`src/verilog/crc_pkg.sv`:
```
// crc_pkg: register map, mode fields, polynomials and sizes
// assumes a 32-bit register port with byte addresses
package crc_pkg;
    localparam int          ADDR_W        = 8;
    localparam int          DATA_W        = 32;
    localparam int          FIFO_DEPTH    = 16;
    localparam int          SIZE_W        = 2;
    localparam int          ENTRY_W       = DATA_W + SIZE_W;

    localparam logic [7:0]  OFF_MODE      = 8'h00;
    localparam logic [7:0]  OFF_SEED      = 8'h04;
    localparam logic [7:0]  OFF_SUM       = 8'h08;

    localparam int          POLY_LSB      = 0;
    localparam int          POLY_W        = 2;
    localparam int          BIT_REV_WR    = 2;
    localparam int          CMPL_WR       = 3;
    localparam int          BIT_REV_SUM   = 4;
    localparam int          CMPL_SUM      = 5;
    localparam int          MODE_W        = 6;

    localparam logic [5:0]  MODE_RESET    = 6'h00;
    localparam logic [31:0] SEED_RESET    = 32'h00000000;

    localparam logic [1:0]  POLY_CCITT    = 2'h0;
    localparam logic [1:0]  POLY_CRC16    = 2'h1;
    localparam logic [1:0]  POLY_CRC32    = 2'h2;
    localparam logic [31:0] GEN_CCITT     = 32'h00001021;
    localparam logic [31:0] GEN_CRC16     = 32'h00008005;
    localparam logic [31:0] GEN_CRC32     = 32'h04C11DB7;
    localparam logic [31:0] MASK16        = 32'h0000FFFF;
    localparam logic [31:0] MASK32        = 32'hFFFFFFFF;

    localparam logic [1:0]  SIZE_8        = 2'h0;
    localparam logic [1:0]  SIZE_16       = 2'h1;
    localparam logic [1:0]  SIZE_32       = 2'h2;
    localparam logic [1:0]  STEPS_8       = 2'h0;
    localparam logic [1:0]  STEPS_16      = 2'h1;
    localparam logic [1:0]  STEPS_32      = 2'h3;

    typedef enum logic [1:0] {
        ST_IDLE = 2'b01,
        ST_RUN  = 2'b10
    } engine_state_e;
endpackage : crc_pkg

```
`src/verilog/fifo_if.sv`:
```
// fifo_if: push and pop handshakes around the word buffer
// assumes one clock shared by both sides
`timescale 1ns/10ps
interface fifo_if #(parameter int WIDTH = 8);
    logic             push_valid;
    logic             push_ready;
    logic [WIDTH-1:0] push_data;
    logic             pop_valid;
    logic             pop_ready;
    logic [WIDTH-1:0] pop_data;

    modport fill  (output push_valid, push_data, input push_ready);
    modport drain (input pop_valid, pop_data, output pop_ready);
    modport fifo  (input push_valid, push_data, pop_ready,
                   output push_ready, pop_valid, pop_data);
endinterface : fifo_if

```
`src/verilog/crc_engine.sv`:
```
// crc_engine: programmable checksum generator behind a register port
// assumes a single-cycle register master that watches ready and sum_valid
//
// The address map and the strobed register port were left to the implementer.
`timescale 1ns/10ps
module crc_engine (
    input  wire logic        clk,
    input  wire logic        rst,
    input  wire logic [7:0]  addr,
    input  wire logic [31:0] wdata,
    input  wire logic [1:0]  wsize,
    input  wire logic        wr,
    input  wire logic        rd,
    output logic      [31:0] rdata,
    output logic             ready,
    output logic             sum_valid
);
    fifo_if #(.WIDTH(crc_pkg::ENTRY_W)) buf_if ();

    crc_pkg::engine_state_e state;
    crc_pkg::engine_state_e next_state;
    logic [5:0]   mode;
    logic [5:0]   next_mode;
    logic [31:0]  seed;
    logic [31:0]  next_seed;
    logic [31:0]  crc;
    logic [31:0]  next_crc;
    logic [31:0]  word;
    logic [31:0]  next_word;
    logic [1:0]   steps;
    logic [1:0]   next_steps;
    logic [31:0]  next_rdata;

    logic         data_wr;
    logic         wide16;
    logic [31:0]  gen;
    logic [31:0]  width_mask;
    logic [31:0]  sum_view;
    logic [7:0]   in_byte;
    logic         load;
    logic [1:0]   pop_size;
    logic [31:0]  pop_word;
    logic [31:0]  stage [9];
    logic [31:0]  fold_out;
    logic [7:0]   byte_rev;
    logic [31:0]  sum_rev;
    logic [15:0]  sum_rev16;

    word_fifo #(
        .WIDTH (crc_pkg::ENTRY_W),
        .DEPTH (crc_pkg::FIFO_DEPTH)
    ) u_fifo (
        .clk  (clk),
        .rst  (rst),
        .port (buf_if)
    );

    // writes beyond a full buffer are dropped; master watches ready
    assign data_wr           = wr && (addr == crc_pkg::OFF_SUM);
    assign buf_if.push_valid = data_wr;
    assign buf_if.push_data  = {wsize, wdata};
    assign ready             = buf_if.push_ready;
    assign pop_size  = buf_if.pop_data[crc_pkg::ENTRY_W-1:crc_pkg::DATA_W];
    assign pop_word  = buf_if.pop_data[crc_pkg::DATA_W-1:0];

    // sum is complete only with nothing buffered or in flight
    assign sum_valid = (state == crc_pkg::ST_IDLE) &&
                       !buf_if.pop_valid;

    always_comb begin
        case (mode[crc_pkg::POLY_LSB +: crc_pkg::POLY_W])
            crc_pkg::POLY_CRC16: gen = crc_pkg::GEN_CRC16;
            crc_pkg::POLY_CRC32: gen = crc_pkg::GEN_CRC32;
            default:             gen = crc_pkg::GEN_CCITT;
        endcase
    end

    assign wide16 = (mode[crc_pkg::POLY_LSB +: crc_pkg::POLY_W]
                     != crc_pkg::POLY_CRC32);
    assign width_mask = wide16 ? crc_pkg::MASK16 : crc_pkg::MASK32;

    // one byte step as eight shift stages, msb of the byte first
    assign stage[0] = crc;

    genvar b;
    generate
        for (b = 0; b < 8; b = b + 1) begin : g_step
            logic        fb;
            logic [31:0] shifted;
            assign fb         = (wide16 ? stage[b][15] : stage[b][31])
                                ^ in_byte[7-b];
            assign shifted    = {stage[b][30:0], 1'b0};
            assign stage[b+1] = fb ? (shifted ^ gen) : shifted;
        end
    endgenerate

    // 16-bit modes keep the upper half of the sum clear
    assign fold_out = wide16 ? (stage[8] & crc_pkg::MASK16) : stage[8];

    // bit mirrors for the input byte and for both sum widths
    generate
        for (b = 0; b < 8; b = b + 1) begin : g_rev_byte
            assign byte_rev[b] = word[31-b];
        end
        for (b = 0; b < 16; b = b + 1) begin : g_rev_half
            assign sum_rev16[b] = crc[15-b];
        end
        for (b = 0; b < 32; b = b + 1) begin : g_rev_word
            assign sum_rev[b] = crc[31-b];
        end
    endgenerate

    // input byte: top byte of the staged word, then options
    always_comb begin
        in_byte = word[31:24];
        if (mode[crc_pkg::BIT_REV_WR]) begin
            in_byte = byte_rev;
        end
        if (mode[crc_pkg::CMPL_WR]) begin
            in_byte = ~in_byte;
        end
    end

    // read view of the sum with its own options
    always_comb begin
        sum_view = crc & width_mask;
        if (mode[crc_pkg::BIT_REV_SUM]) begin
            sum_view = wide16 ? {16'h0000, sum_rev16} : sum_rev;
        end
        if (mode[crc_pkg::CMPL_SUM]) begin
            sum_view = sum_view ^ width_mask;
        end
    end

    // register file
    always_comb begin
        next_mode  = mode;
        next_seed  = seed;
        next_rdata = '0;
        if (wr && addr == crc_pkg::OFF_MODE) begin
            next_mode = wdata[crc_pkg::MODE_W-1:0];
        end
        if (wr && addr == crc_pkg::OFF_SEED) begin
            next_seed = wdata;
        end
        if (rd) begin
            case (addr)
                crc_pkg::OFF_MODE: next_rdata = {26'h0, mode};
                crc_pkg::OFF_SEED: next_rdata = seed;
                crc_pkg::OFF_SUM:  next_rdata = sum_view;
                default:           next_rdata = '0;
            endcase
        end
    end

    // byte engine: one byte per cycle while running
    always_comb begin
        next_state = state;
        next_crc   = crc;
        next_word  = word;
        next_steps = steps;
        load       = 1'b0;
        case (state)
            crc_pkg::ST_IDLE: begin
                load = buf_if.pop_valid;
            end
            crc_pkg::ST_RUN: begin
                next_crc  = fold_out;
                next_word = {word[23:0], 8'h00};
                if (steps != 2'h0) begin
                    next_steps = steps - 2'h1;
                end else begin
                    load = buf_if.pop_valid;
                    if (!buf_if.pop_valid) begin
                        next_state = crc_pkg::ST_IDLE;
                    end
                end
            end
            default: begin
                next_state = crc_pkg::ST_IDLE;
            end
        endcase
        if (load) begin
            next_state = crc_pkg::ST_RUN;
            case (pop_size)
                crc_pkg::SIZE_16: begin
                    next_word  = {pop_word[15:0], 16'h0000};
                    next_steps = crc_pkg::STEPS_16;
                end
                crc_pkg::SIZE_32: begin
                    next_word  = pop_word;
                    next_steps = crc_pkg::STEPS_32;
                end
                default: begin
                    next_word  = {pop_word[7:0], 24'h000000};
                    next_steps = crc_pkg::STEPS_8;
                end
            endcase
        end
        // seed write restarts the sum; buffered words fold on top
        if (wr && addr == crc_pkg::OFF_SEED) begin
            next_crc = wdata & width_mask;
        end
    end

    assign buf_if.pop_ready = load;

    // register file and read data
    always_ff @(posedge clk) begin
        if (rst) begin
            mode  <= crc_pkg::MODE_RESET;
            seed  <= crc_pkg::SEED_RESET;
            rdata <= '0;
        end else begin
            mode  <= next_mode;
            seed  <= next_seed;
            rdata <= next_rdata;
        end
    end

    // byte engine; the sum restarts from the reset seed
    always_ff @(posedge clk) begin
        if (rst) begin
            state <= crc_pkg::ST_IDLE;
            crc   <= crc_pkg::SEED_RESET;
            word  <= '0;
            steps <= '0;
        end else begin
            state <= next_state;
            crc   <= next_crc;
            word  <= next_word;
            steps <= next_steps;
        end
    end
endmodule : crc_engine

```
`src/verilog/word_fifo.sv`:
```
// word_fifo: synchronous first-in first-out buffer
// assumes one clock, synchronous active-high reset
`timescale 1ns/10ps
module word_fifo #(
    parameter int WIDTH = 8,
    parameter int DEPTH = 16
) (
    input wire logic clk,
    input wire logic rst,
    fifo_if.fifo     port
);
    localparam int PTR_W = $clog2(DEPTH);

    logic [WIDTH-1:0] mem [DEPTH];
    logic [PTR_W:0]   wr_ptr;
    logic [PTR_W:0]   rd_ptr;
    logic [PTR_W:0]   next_wr_ptr;
    logic [PTR_W:0]   next_rd_ptr;
    logic             full;
    logic             empty;
    logic             do_push;
    logic             do_pop;

    assign empty = (wr_ptr == rd_ptr);
    assign full  = (wr_ptr[PTR_W] != rd_ptr[PTR_W]) &&
                   (wr_ptr[PTR_W-1:0] == rd_ptr[PTR_W-1:0]);
    assign port.push_ready = !full;
    assign port.pop_valid  = !empty;
    assign port.pop_data   = mem[rd_ptr[PTR_W-1:0]];
    assign do_push = port.push_valid && !full;
    assign do_pop  = port.pop_ready && !empty;

    always_comb begin
        next_wr_ptr = wr_ptr + (PTR_W+1)'(do_push);
        next_rd_ptr = rd_ptr + (PTR_W+1)'(do_pop);
    end

    always_ff @(posedge clk) begin
        if (rst) begin
            wr_ptr <= '0;
            rd_ptr <= '0;
        end else begin
            wr_ptr <= next_wr_ptr;
            rd_ptr <= next_rd_ptr;
        end
    end

    always_ff @(posedge clk) begin
        if (do_push) begin
            mem[wr_ptr[PTR_W-1:0]] <= port.push_data;
        end
    end
endmodule : word_fifo
```
`config.mk`:
```
export PLATFORM = sky130hd
export DESIGN_NAME = crc_engine
export DESIGN_NICKNAME = d
export VERILOG_FILES = /design/src/verilog/crc_pkg.sv /design/src/verilog/fifo_if.sv /design/src/verilog/crc_engine.sv /design/src/verilog/word_fifo.sv
export SDC_FILE = /design/constraint.sdc
export NUM_CORES = 1
export LEC_CHECK = 0
export ABC_AREA = 1
export BUFFER_PORTS_ARGS = -buffer_cell sky130_fd_sc_hd__clkbuf_2
export CAP_MARGIN = 10
export CORE_MARGIN = 5
export CORE_UTILIZATION = 38
export CTS_CLUSTER_SIZE = 28
export DETAILED_ROUTE_END_ITERATION = 8
export GPL_ROUTABILITY_DRIVEN = 0
export REMOVE_ABC_BUFFERS = 1
export SKIP_LAST_GASP = 1
export SLEW_MARGIN = 20
export SYNTH_ARGS = -nofsm -noshare
export SYNTH_HDL_FRONTEND = slang
export SYNTH_SLANG_ARGS = --single-unit
export TNS_END_PERCENT = 50
```
`constraint.sdc`:
```
create_clock -name clk -period 15.55 [get_ports clk]
set_input_delay 3.11 -clock clk [delete_from_list [all_inputs] [get_ports clk]]
set_output_delay 3.11 -clock clk [all_outputs]
set_load 0.05 [all_outputs]
```
==> flow_metrics.env, run 1 <==
export IMPL_status="completed"
export IMPL_clk_pin_slew_ns=0.06
export IMPL_end_kind="output port"
export IMPL_clkLatencyLatePin_ns=0.62
export IMPL_grt_start_max_net_pins=138
export IMPL_yosysSeqAreaShare=0.6446
export IMPL_cts_buffers=72
export IMPL_initial_core_util=0.3809
export IMPL_grt_total_usage=0.2079
export IMPL_vdd_drop_max_v=0.00008993
export IMPL_ys_flop_type="edfxtp_1"
export IMPL_cts_hold_buf=0
export IMPL_fillers=7323
export IMPL_pre_cts_ws_ns=9.160
export IMPL_fin_ws_ns=9.888
export IMPL_num_nets_final=2872
export IMPL_yosys_area_top_type="edfxtp_1"
export IMPL_portBuffers=79
export IMPL_synth_cell_type_count=52
export IMPL_post_cts_buffers=0
export IMPL_ant_nets=0
export IMPL_dr_first_iter_drc_count=2677
export IMPL_crit_arrival_ns=2.55
export IMPL_syn2layout_area_growth_pct=13.51
export IMPL_final_hold_viol_count=0
export IMPL_drive_above_1_share=0.1147
export IMPL_die_x_microns=290.7
export IMPL_power_density_nw_per_um2=143.9
export IMPL_design_die_area_sq_um=84500
export IMPL_min_period_over_period=0.3641
export IMPL_yosys_warnings=0
export IMPL_core_area_sq_um=78610
export IMPL_hpwl_mm=57.95
export IMPL_skew_ns=0.02515
export IMPL_gr_total_overflow=0
export IMPL_start_kind="flop"
export IMPL_vias_per_cell=5.652
export IMPL_htreeDepth=3
export IMPL_synth_enable_flop_cells=544
export IMPL_setup_tns_ns=0
export IMPL_rows=103
export IMPL_p_leak_nw=11.86
export IMPL_maxSlewHeadroom=0.3108
export IMPL_wl_per_cell_microns=23.39
export IMPL_crit_type="flop to output port"
export IMPL_required_ns=12.44
export IMPL_fmax_mhz=176.6
export IMPL_antenna_found_initial=1
export IMPL_drv_slew=0
export IMPL_drc_errors=0
export IMPL_finalWirelength_mm=91.66
export IMPL_syn_inst=2786
export IMPL_max_stage_delay_ns=0.37
export IMPL_synth_area_per_cell_sq_um=10.75
export IMPL_synth_area_leaders="edfxtp_1, dfxtp_1, nand2_1"
export IMPL_io_pins=80
export IMPL_cts_tree="built"
export IMPL_cts_sinks=692
export IMPL_rsz0062_at_grt="false"
export IMPL_cts_repair_resized=0
export IMPL_cpMaxStageDelayCell="nor4_1"
export IMPL_grt_pass1_vias=21296
export IMPL_synth_top_cells_by_count="nand2_1, edfxtp_1, a21oi_1"
export IMPL_insertedDiodeCount=0
export IMPL_drv_cap=0
export IMPL_finalCriticalPeriod_ns=5.662
export IMPL_cp_cell_sequence="buf_4 -> xor2_1 -> nor4_1 -> nand2_1 -> nor2_1 -> clkbuf_2"
export IMPL_setup_violations=0
export IMPL_cts_root_buf="clkbuf_16"
export IMPL_post_synth_top_count_cell="nand2_1"
export IMPL_cp_max_fo=24
export IMPL_synthesis_area_sq_um=29940
export IMPL_grt_first_pass_wirelength_mm=135.5
export IMPL_ys_ff_latch=692
export IMPL_async_flop_share=0
export IMPL_hold_class="flop to flop"
export IMPL_synth_top_area_frac=0.5456
export IMPL_die_y_microns=290.7
export IMPL_cts_max_path_buffers=3
export IMPL_firstDrtPassIters=8
export IMPL_vias=22150
export IMPL_worstMarginPinSlew_ns=1.033
## where the power goes
part	total, mW	switching (mW)	internal, mW	leakage [nW]
Clock	1.71	0.723	0.983	1.14
Combinational	1.15	0.814	0.338	4.64
Sequential	2.03	0.0185	2.01	6.08
Total	4.89	1.56	3.33	11.9
## cells by family after synthesis
group                      count (synthesis)  share of synthesized area
and+or+nand+nor                          927                     0.1306
adders and majority gates                 13                   0.005433
AOI/OAI and AO/OA                        751                     0.1514
xor gates and xnor gates                  98                    0.02867
DFF                                      692                     0.6446
buffers and inverters                    305                    0.03928
## routing by layer
layer,GRT usage,part of all wire,up-vias
met4,0.06763,0.031,0
met3,0.03018,0.075,159
li1,-,-,10055
met2,0.3413,0.47,900
met1,0.2863,0.42,11036
met5,0,0,-
## worst max-delay path: cells and delay by family (launching register included)
kind                      cells  cell delay [ns]
buffers and inverters         2             0.66
DFF                           1             0.31
xor gates and xnor gates      1             0.11
and+or+nand+nor               3             0.86
## registers in the layout, summed over array words and instances (netlist names)
register,count
mode,6
u_fifo.rd_ptr,5
steps,2
u_fifo.wr_ptr,5
rdata,32
state,2
seed,32
u_fifo.mem,544
crc,32
word,32
## placed cells by master, fill, tap and decap left out, types with 4 or more instances in the layout
cell type	count
a21oi_1	277
a221oi_1	32
a22o_1	6
a22oi_1	42
a31oi_1	31
a32o_1	21
a32oi_1	7
buf_16	7
buf_4	45
bufinv_16	4
clkbuf_1	15
clkbuf_16	74
clkbuf_2	79
clkbuf_8	8
clkinv_1	19
clkinv_2	8
dfxtp_1	145
edfxtp_1	544
ha_1	13
inv_1	110
inv_2	11
nand2_1	596
nand2_2	9
nand3_1	91
nand3_2	19
nor2_1	147
nor2_2	4
nor2_4	18
nor3_1	8
o2111ai_1	4
o211ai_1	42
o21ai_0	199
o21ai_1	7
o221ai_1	23
o22ai_1	30
o311ai_0	11
o31ai_1	4
or2_2	17
xnor2_1	14
xor2_1	84
## layout make-up
type	count	area, sq um	share of cell area
multi-input cells	1789	9618	0.2830
clock inverters	33	312.8	0.009204
flip-flops and latches	692	19310	0.5681
inverters	127	488.0	0.01436
repair buffers	131	925.9	0.02724
well taps	1050	1314	0.03866
clock buffers	97	2018	0.05939
## worst paths after layout
| kind | from | endpoint | slack, ns | depth (start not counted) |
|---|---|---|---|---|
| min | seed[21] | seed[21] | 0.47 | 2 |
| max | u_fifo.rd_ptr[2] | sum_valid | 9.89 | 6 |
| min reg2reg | seed[21] | seed[21] | 0.47 | 2 |
| max reg2reg | mode[0] | crc[2] | 10.23 | 37 |
## stage by stage
stage                       util  hold WS (ns)  cell area (sq um)  total power, mW  instances
after global placement    0.4002        0.4518              31460            3.182       3782
final                     0.4323        0.4655              33980            4.890       3919
after floorplan                -        0.4393              29240            2.876       2608
after global routing      0.4323        0.4823              33980            5.096       3919
after CTS                 0.4323        0.4652              33980            4.892       3919
after detailed placement  0.4026        0.4558              31650            3.201       3789
Note: power is estimated with default switching activity, not from simulation.
==> run 2: changes to the inputs <==
==> constraint.sdc (replaced) <==
create_clock -name clk -period 5.7 [get_ports clk]
set_input_delay 1.14 -clock clk [delete_from_list [all_inputs] [get_ports clk]]
set_output_delay 1.14 -clock clk [all_outputs]
set_load 0.05 [all_outputs]
==> run 2 against run 1 <==
  * Register-to-register slack lost 9.3 ns
  * Non-clock buffer count increased by 7
  * Hold slack got worse by 0.010 ns
  * Die area is the same
  * Critical endpoint is now crc[23]
  * Via count grew 0.28%
  * Clock-buffer cell count up 1
==> flow_metrics.env, run 2 (synthesized netlist as in run 1, its figures left out) <==
export IMPL_finalCriticalPeriod_ns=4.797
export IMPL_largest_reg_flops=544
export IMPL_dr_first_iter_drc_count=2486
export IMPL_skew_ns=0.04595
export IMPL_post_cts_buffers=0
export IMPL_cts_root_buf="clkbuf_16"
export IMPL_die_x_microns=290.7
export IMPL_setup_tns_ns=0
export IMPL_maxSlewHeadroom=0.2428
export IMPL_fillers=7424
export IMPL_status="completed"
export IMPL_hold_path_depth=2
export IMPL_core_area_sq_um=78610
export IMPL_min_period_over_period=0.8415
export IMPL_crit_arrival_ns=5.24
export IMPL_rsz0062_at_grt="false"
export IMPL_firstDrtPassIters=5
export IMPL_stdcell_count=3932
export IMPL_antenna_found_initial=1
export IMPL_pre_cts_ws_ns=0.9926
export IMPL_holdPathEnd="rdata[27]"
export IMPL_drc_errors=0
export IMPL_p_total_mw=13.47
export IMPL_vdd_drop_max_v=0.0003566
export IMPL_grt_start_max_net_pins=130
export IMPL_cts_max_path_buffers=3
export IMPL_insertedDiodeCount=0
export IMPL_fin_util=0.4350
export IMPL_finalWirelength_mm=90.06
export IMPL_start_kind="flop"
export IMPL_worstMarginPinSlew_ns=1.133
export IMPL_cts_buffers=74
export IMPL_r2r_slack_ns=0.90
export IMPL_p_leak_nw=11.97
export IMPL_power_density_nw_per_um2=393.8
export IMPL_vias_per_cell=5.649
export IMPL_r2r_start="mode[0]"
export IMPL_holdWs_ns=0.4554
export IMPL_stdcell_area_sq_um=34190
export IMPL_fmax_mhz=208.5
export IMPL_gr_total_overflow=0
export IMPL_die_y_microns=290.7
export IMPL_required_ns=6.14
export IMPL_initial_core_util=0.3809
export IMPL_end_kind="flop"
export IMPL_design_die_area_sq_um=84500
export IMPL_place_inst=3796
export IMPL_r2r_cells=37
export IMPL_rows=103
export IMPL_seqCellArea_sq_um=19310
export IMPL_setup_violations=0
export IMPL_cts_repair_resized=0
export IMPL_cts_sinks=692
export IMPL_drv_cap=0
export IMPL_max_stage_delay_ns=0.34
export IMPL_drive_above_1_share=0.1207
export IMPL_place_area_sq_um=31690
export IMPL_fin_ws_ns=0.9033
export IMPL_rr_endpoint="crc[23]"
export IMPL_grt_first_pass_wirelength_mm=134.8
export IMPL_mostFrequentLayoutCell="nand2_1"
export IMPL_htreeDepth=3
export IMPL_crit_type="flop to flop"
export IMPL_cp_max_fo=18
export IMPL_portBuffers=79
export IMPL_hold_class="flop to flop"
export IMPL_min_from="seed[27]"
export IMPL_multi_input_area_sq_um=9618
export IMPL_layout_common_cells="nand2_1, edfxtp_1, a21oi_1"
export IMPL_ant_nets=0
export IMPL_clk_pin_slew_ns=0.06
export IMPL_cts_tree="built"
export IMPL_hpwl_mm=55.33
export IMPL_final_hold_viol_count=0
export IMPL_num_nets_final=2881
export IMPL_cpMaxStageDelayCell="dfxtp_1"
export IMPL_cts_hold_buf=0
export IMPL_grt_total_usage=0.2050
export IMPL_wl_per_cell_microns=22.91
export IMPL_cp_common_cell="nand3_2"
export IMPL_clkLatencyLatePin_ns=0.63
export IMPL_syn2layout_area_growth_pct=14.21
export IMPL_io_pins=80
export IMPL_drv_slew=0
export IMPL_vias=22211
export IMPL_grt_pass1_vias=21505
run 2: worst max-delay path by stage:
stage / start / end / slack (ns) / cells after the start
3_3_place_gp: mode[0] / crc[2] / 1.13 / 37
5_1_grt: mode[0] / crc[11] / 0.42 / 36
3_5_place_dp: mode[0] / crc[24] / 0.99 / 36
6_report: mode[0] / crc[23] / 0.90 / 37
2_1_floorplan: u_fifo.rd_ptr[0] / word[22] / -7.59 / 12
4_1_cts: mode[0] / crc[23] / 0.98 / 37
run 2: final cells by class:
type,count,share of cell area
sequential,692,0.5646
clock inverter,38,0.01306
inverter,127,0.01427
timing repair buffer,138,0.02825
clock buffer,98,0.06008
multi-input combinational,1789,0.2813
tap,1050,0.03842
run 2: report_power, final:
part	internal (mW)	total, mW	switching, mW	leakage [nW]
Combinational	0.921	3.02	2.10	4.67
Sequential	5.49	5.55	0.0607	6.08
Clock	2.88	4.90	2.01	1.22
Total	9.30	13.5	4.17	12.0
run 2: per-layer routing:
layer | up-vias | GRT usage | wire length (microns)
met5 | - | 0 | 0
met4 | 0 | 0.09280 | 4279
met3 | 186 | 0.02407 | 6308
met2 | 981 | 0.3281 | 41450
met1 | 10977 | 0.2819 | 38030
li1 | 10067 | - | -
run 2: worst max-delay path: cells and delay by family (launching register included):
family	cells	cell delay [ns]
flip-flops	1	0.34
AO/OA/AOI/OAI	2	0.28
AND/OR/NAND/NOR	32	3.51
adder cells (fa/ha/maj)	1	0.25
buffers and inverters	2	0.31
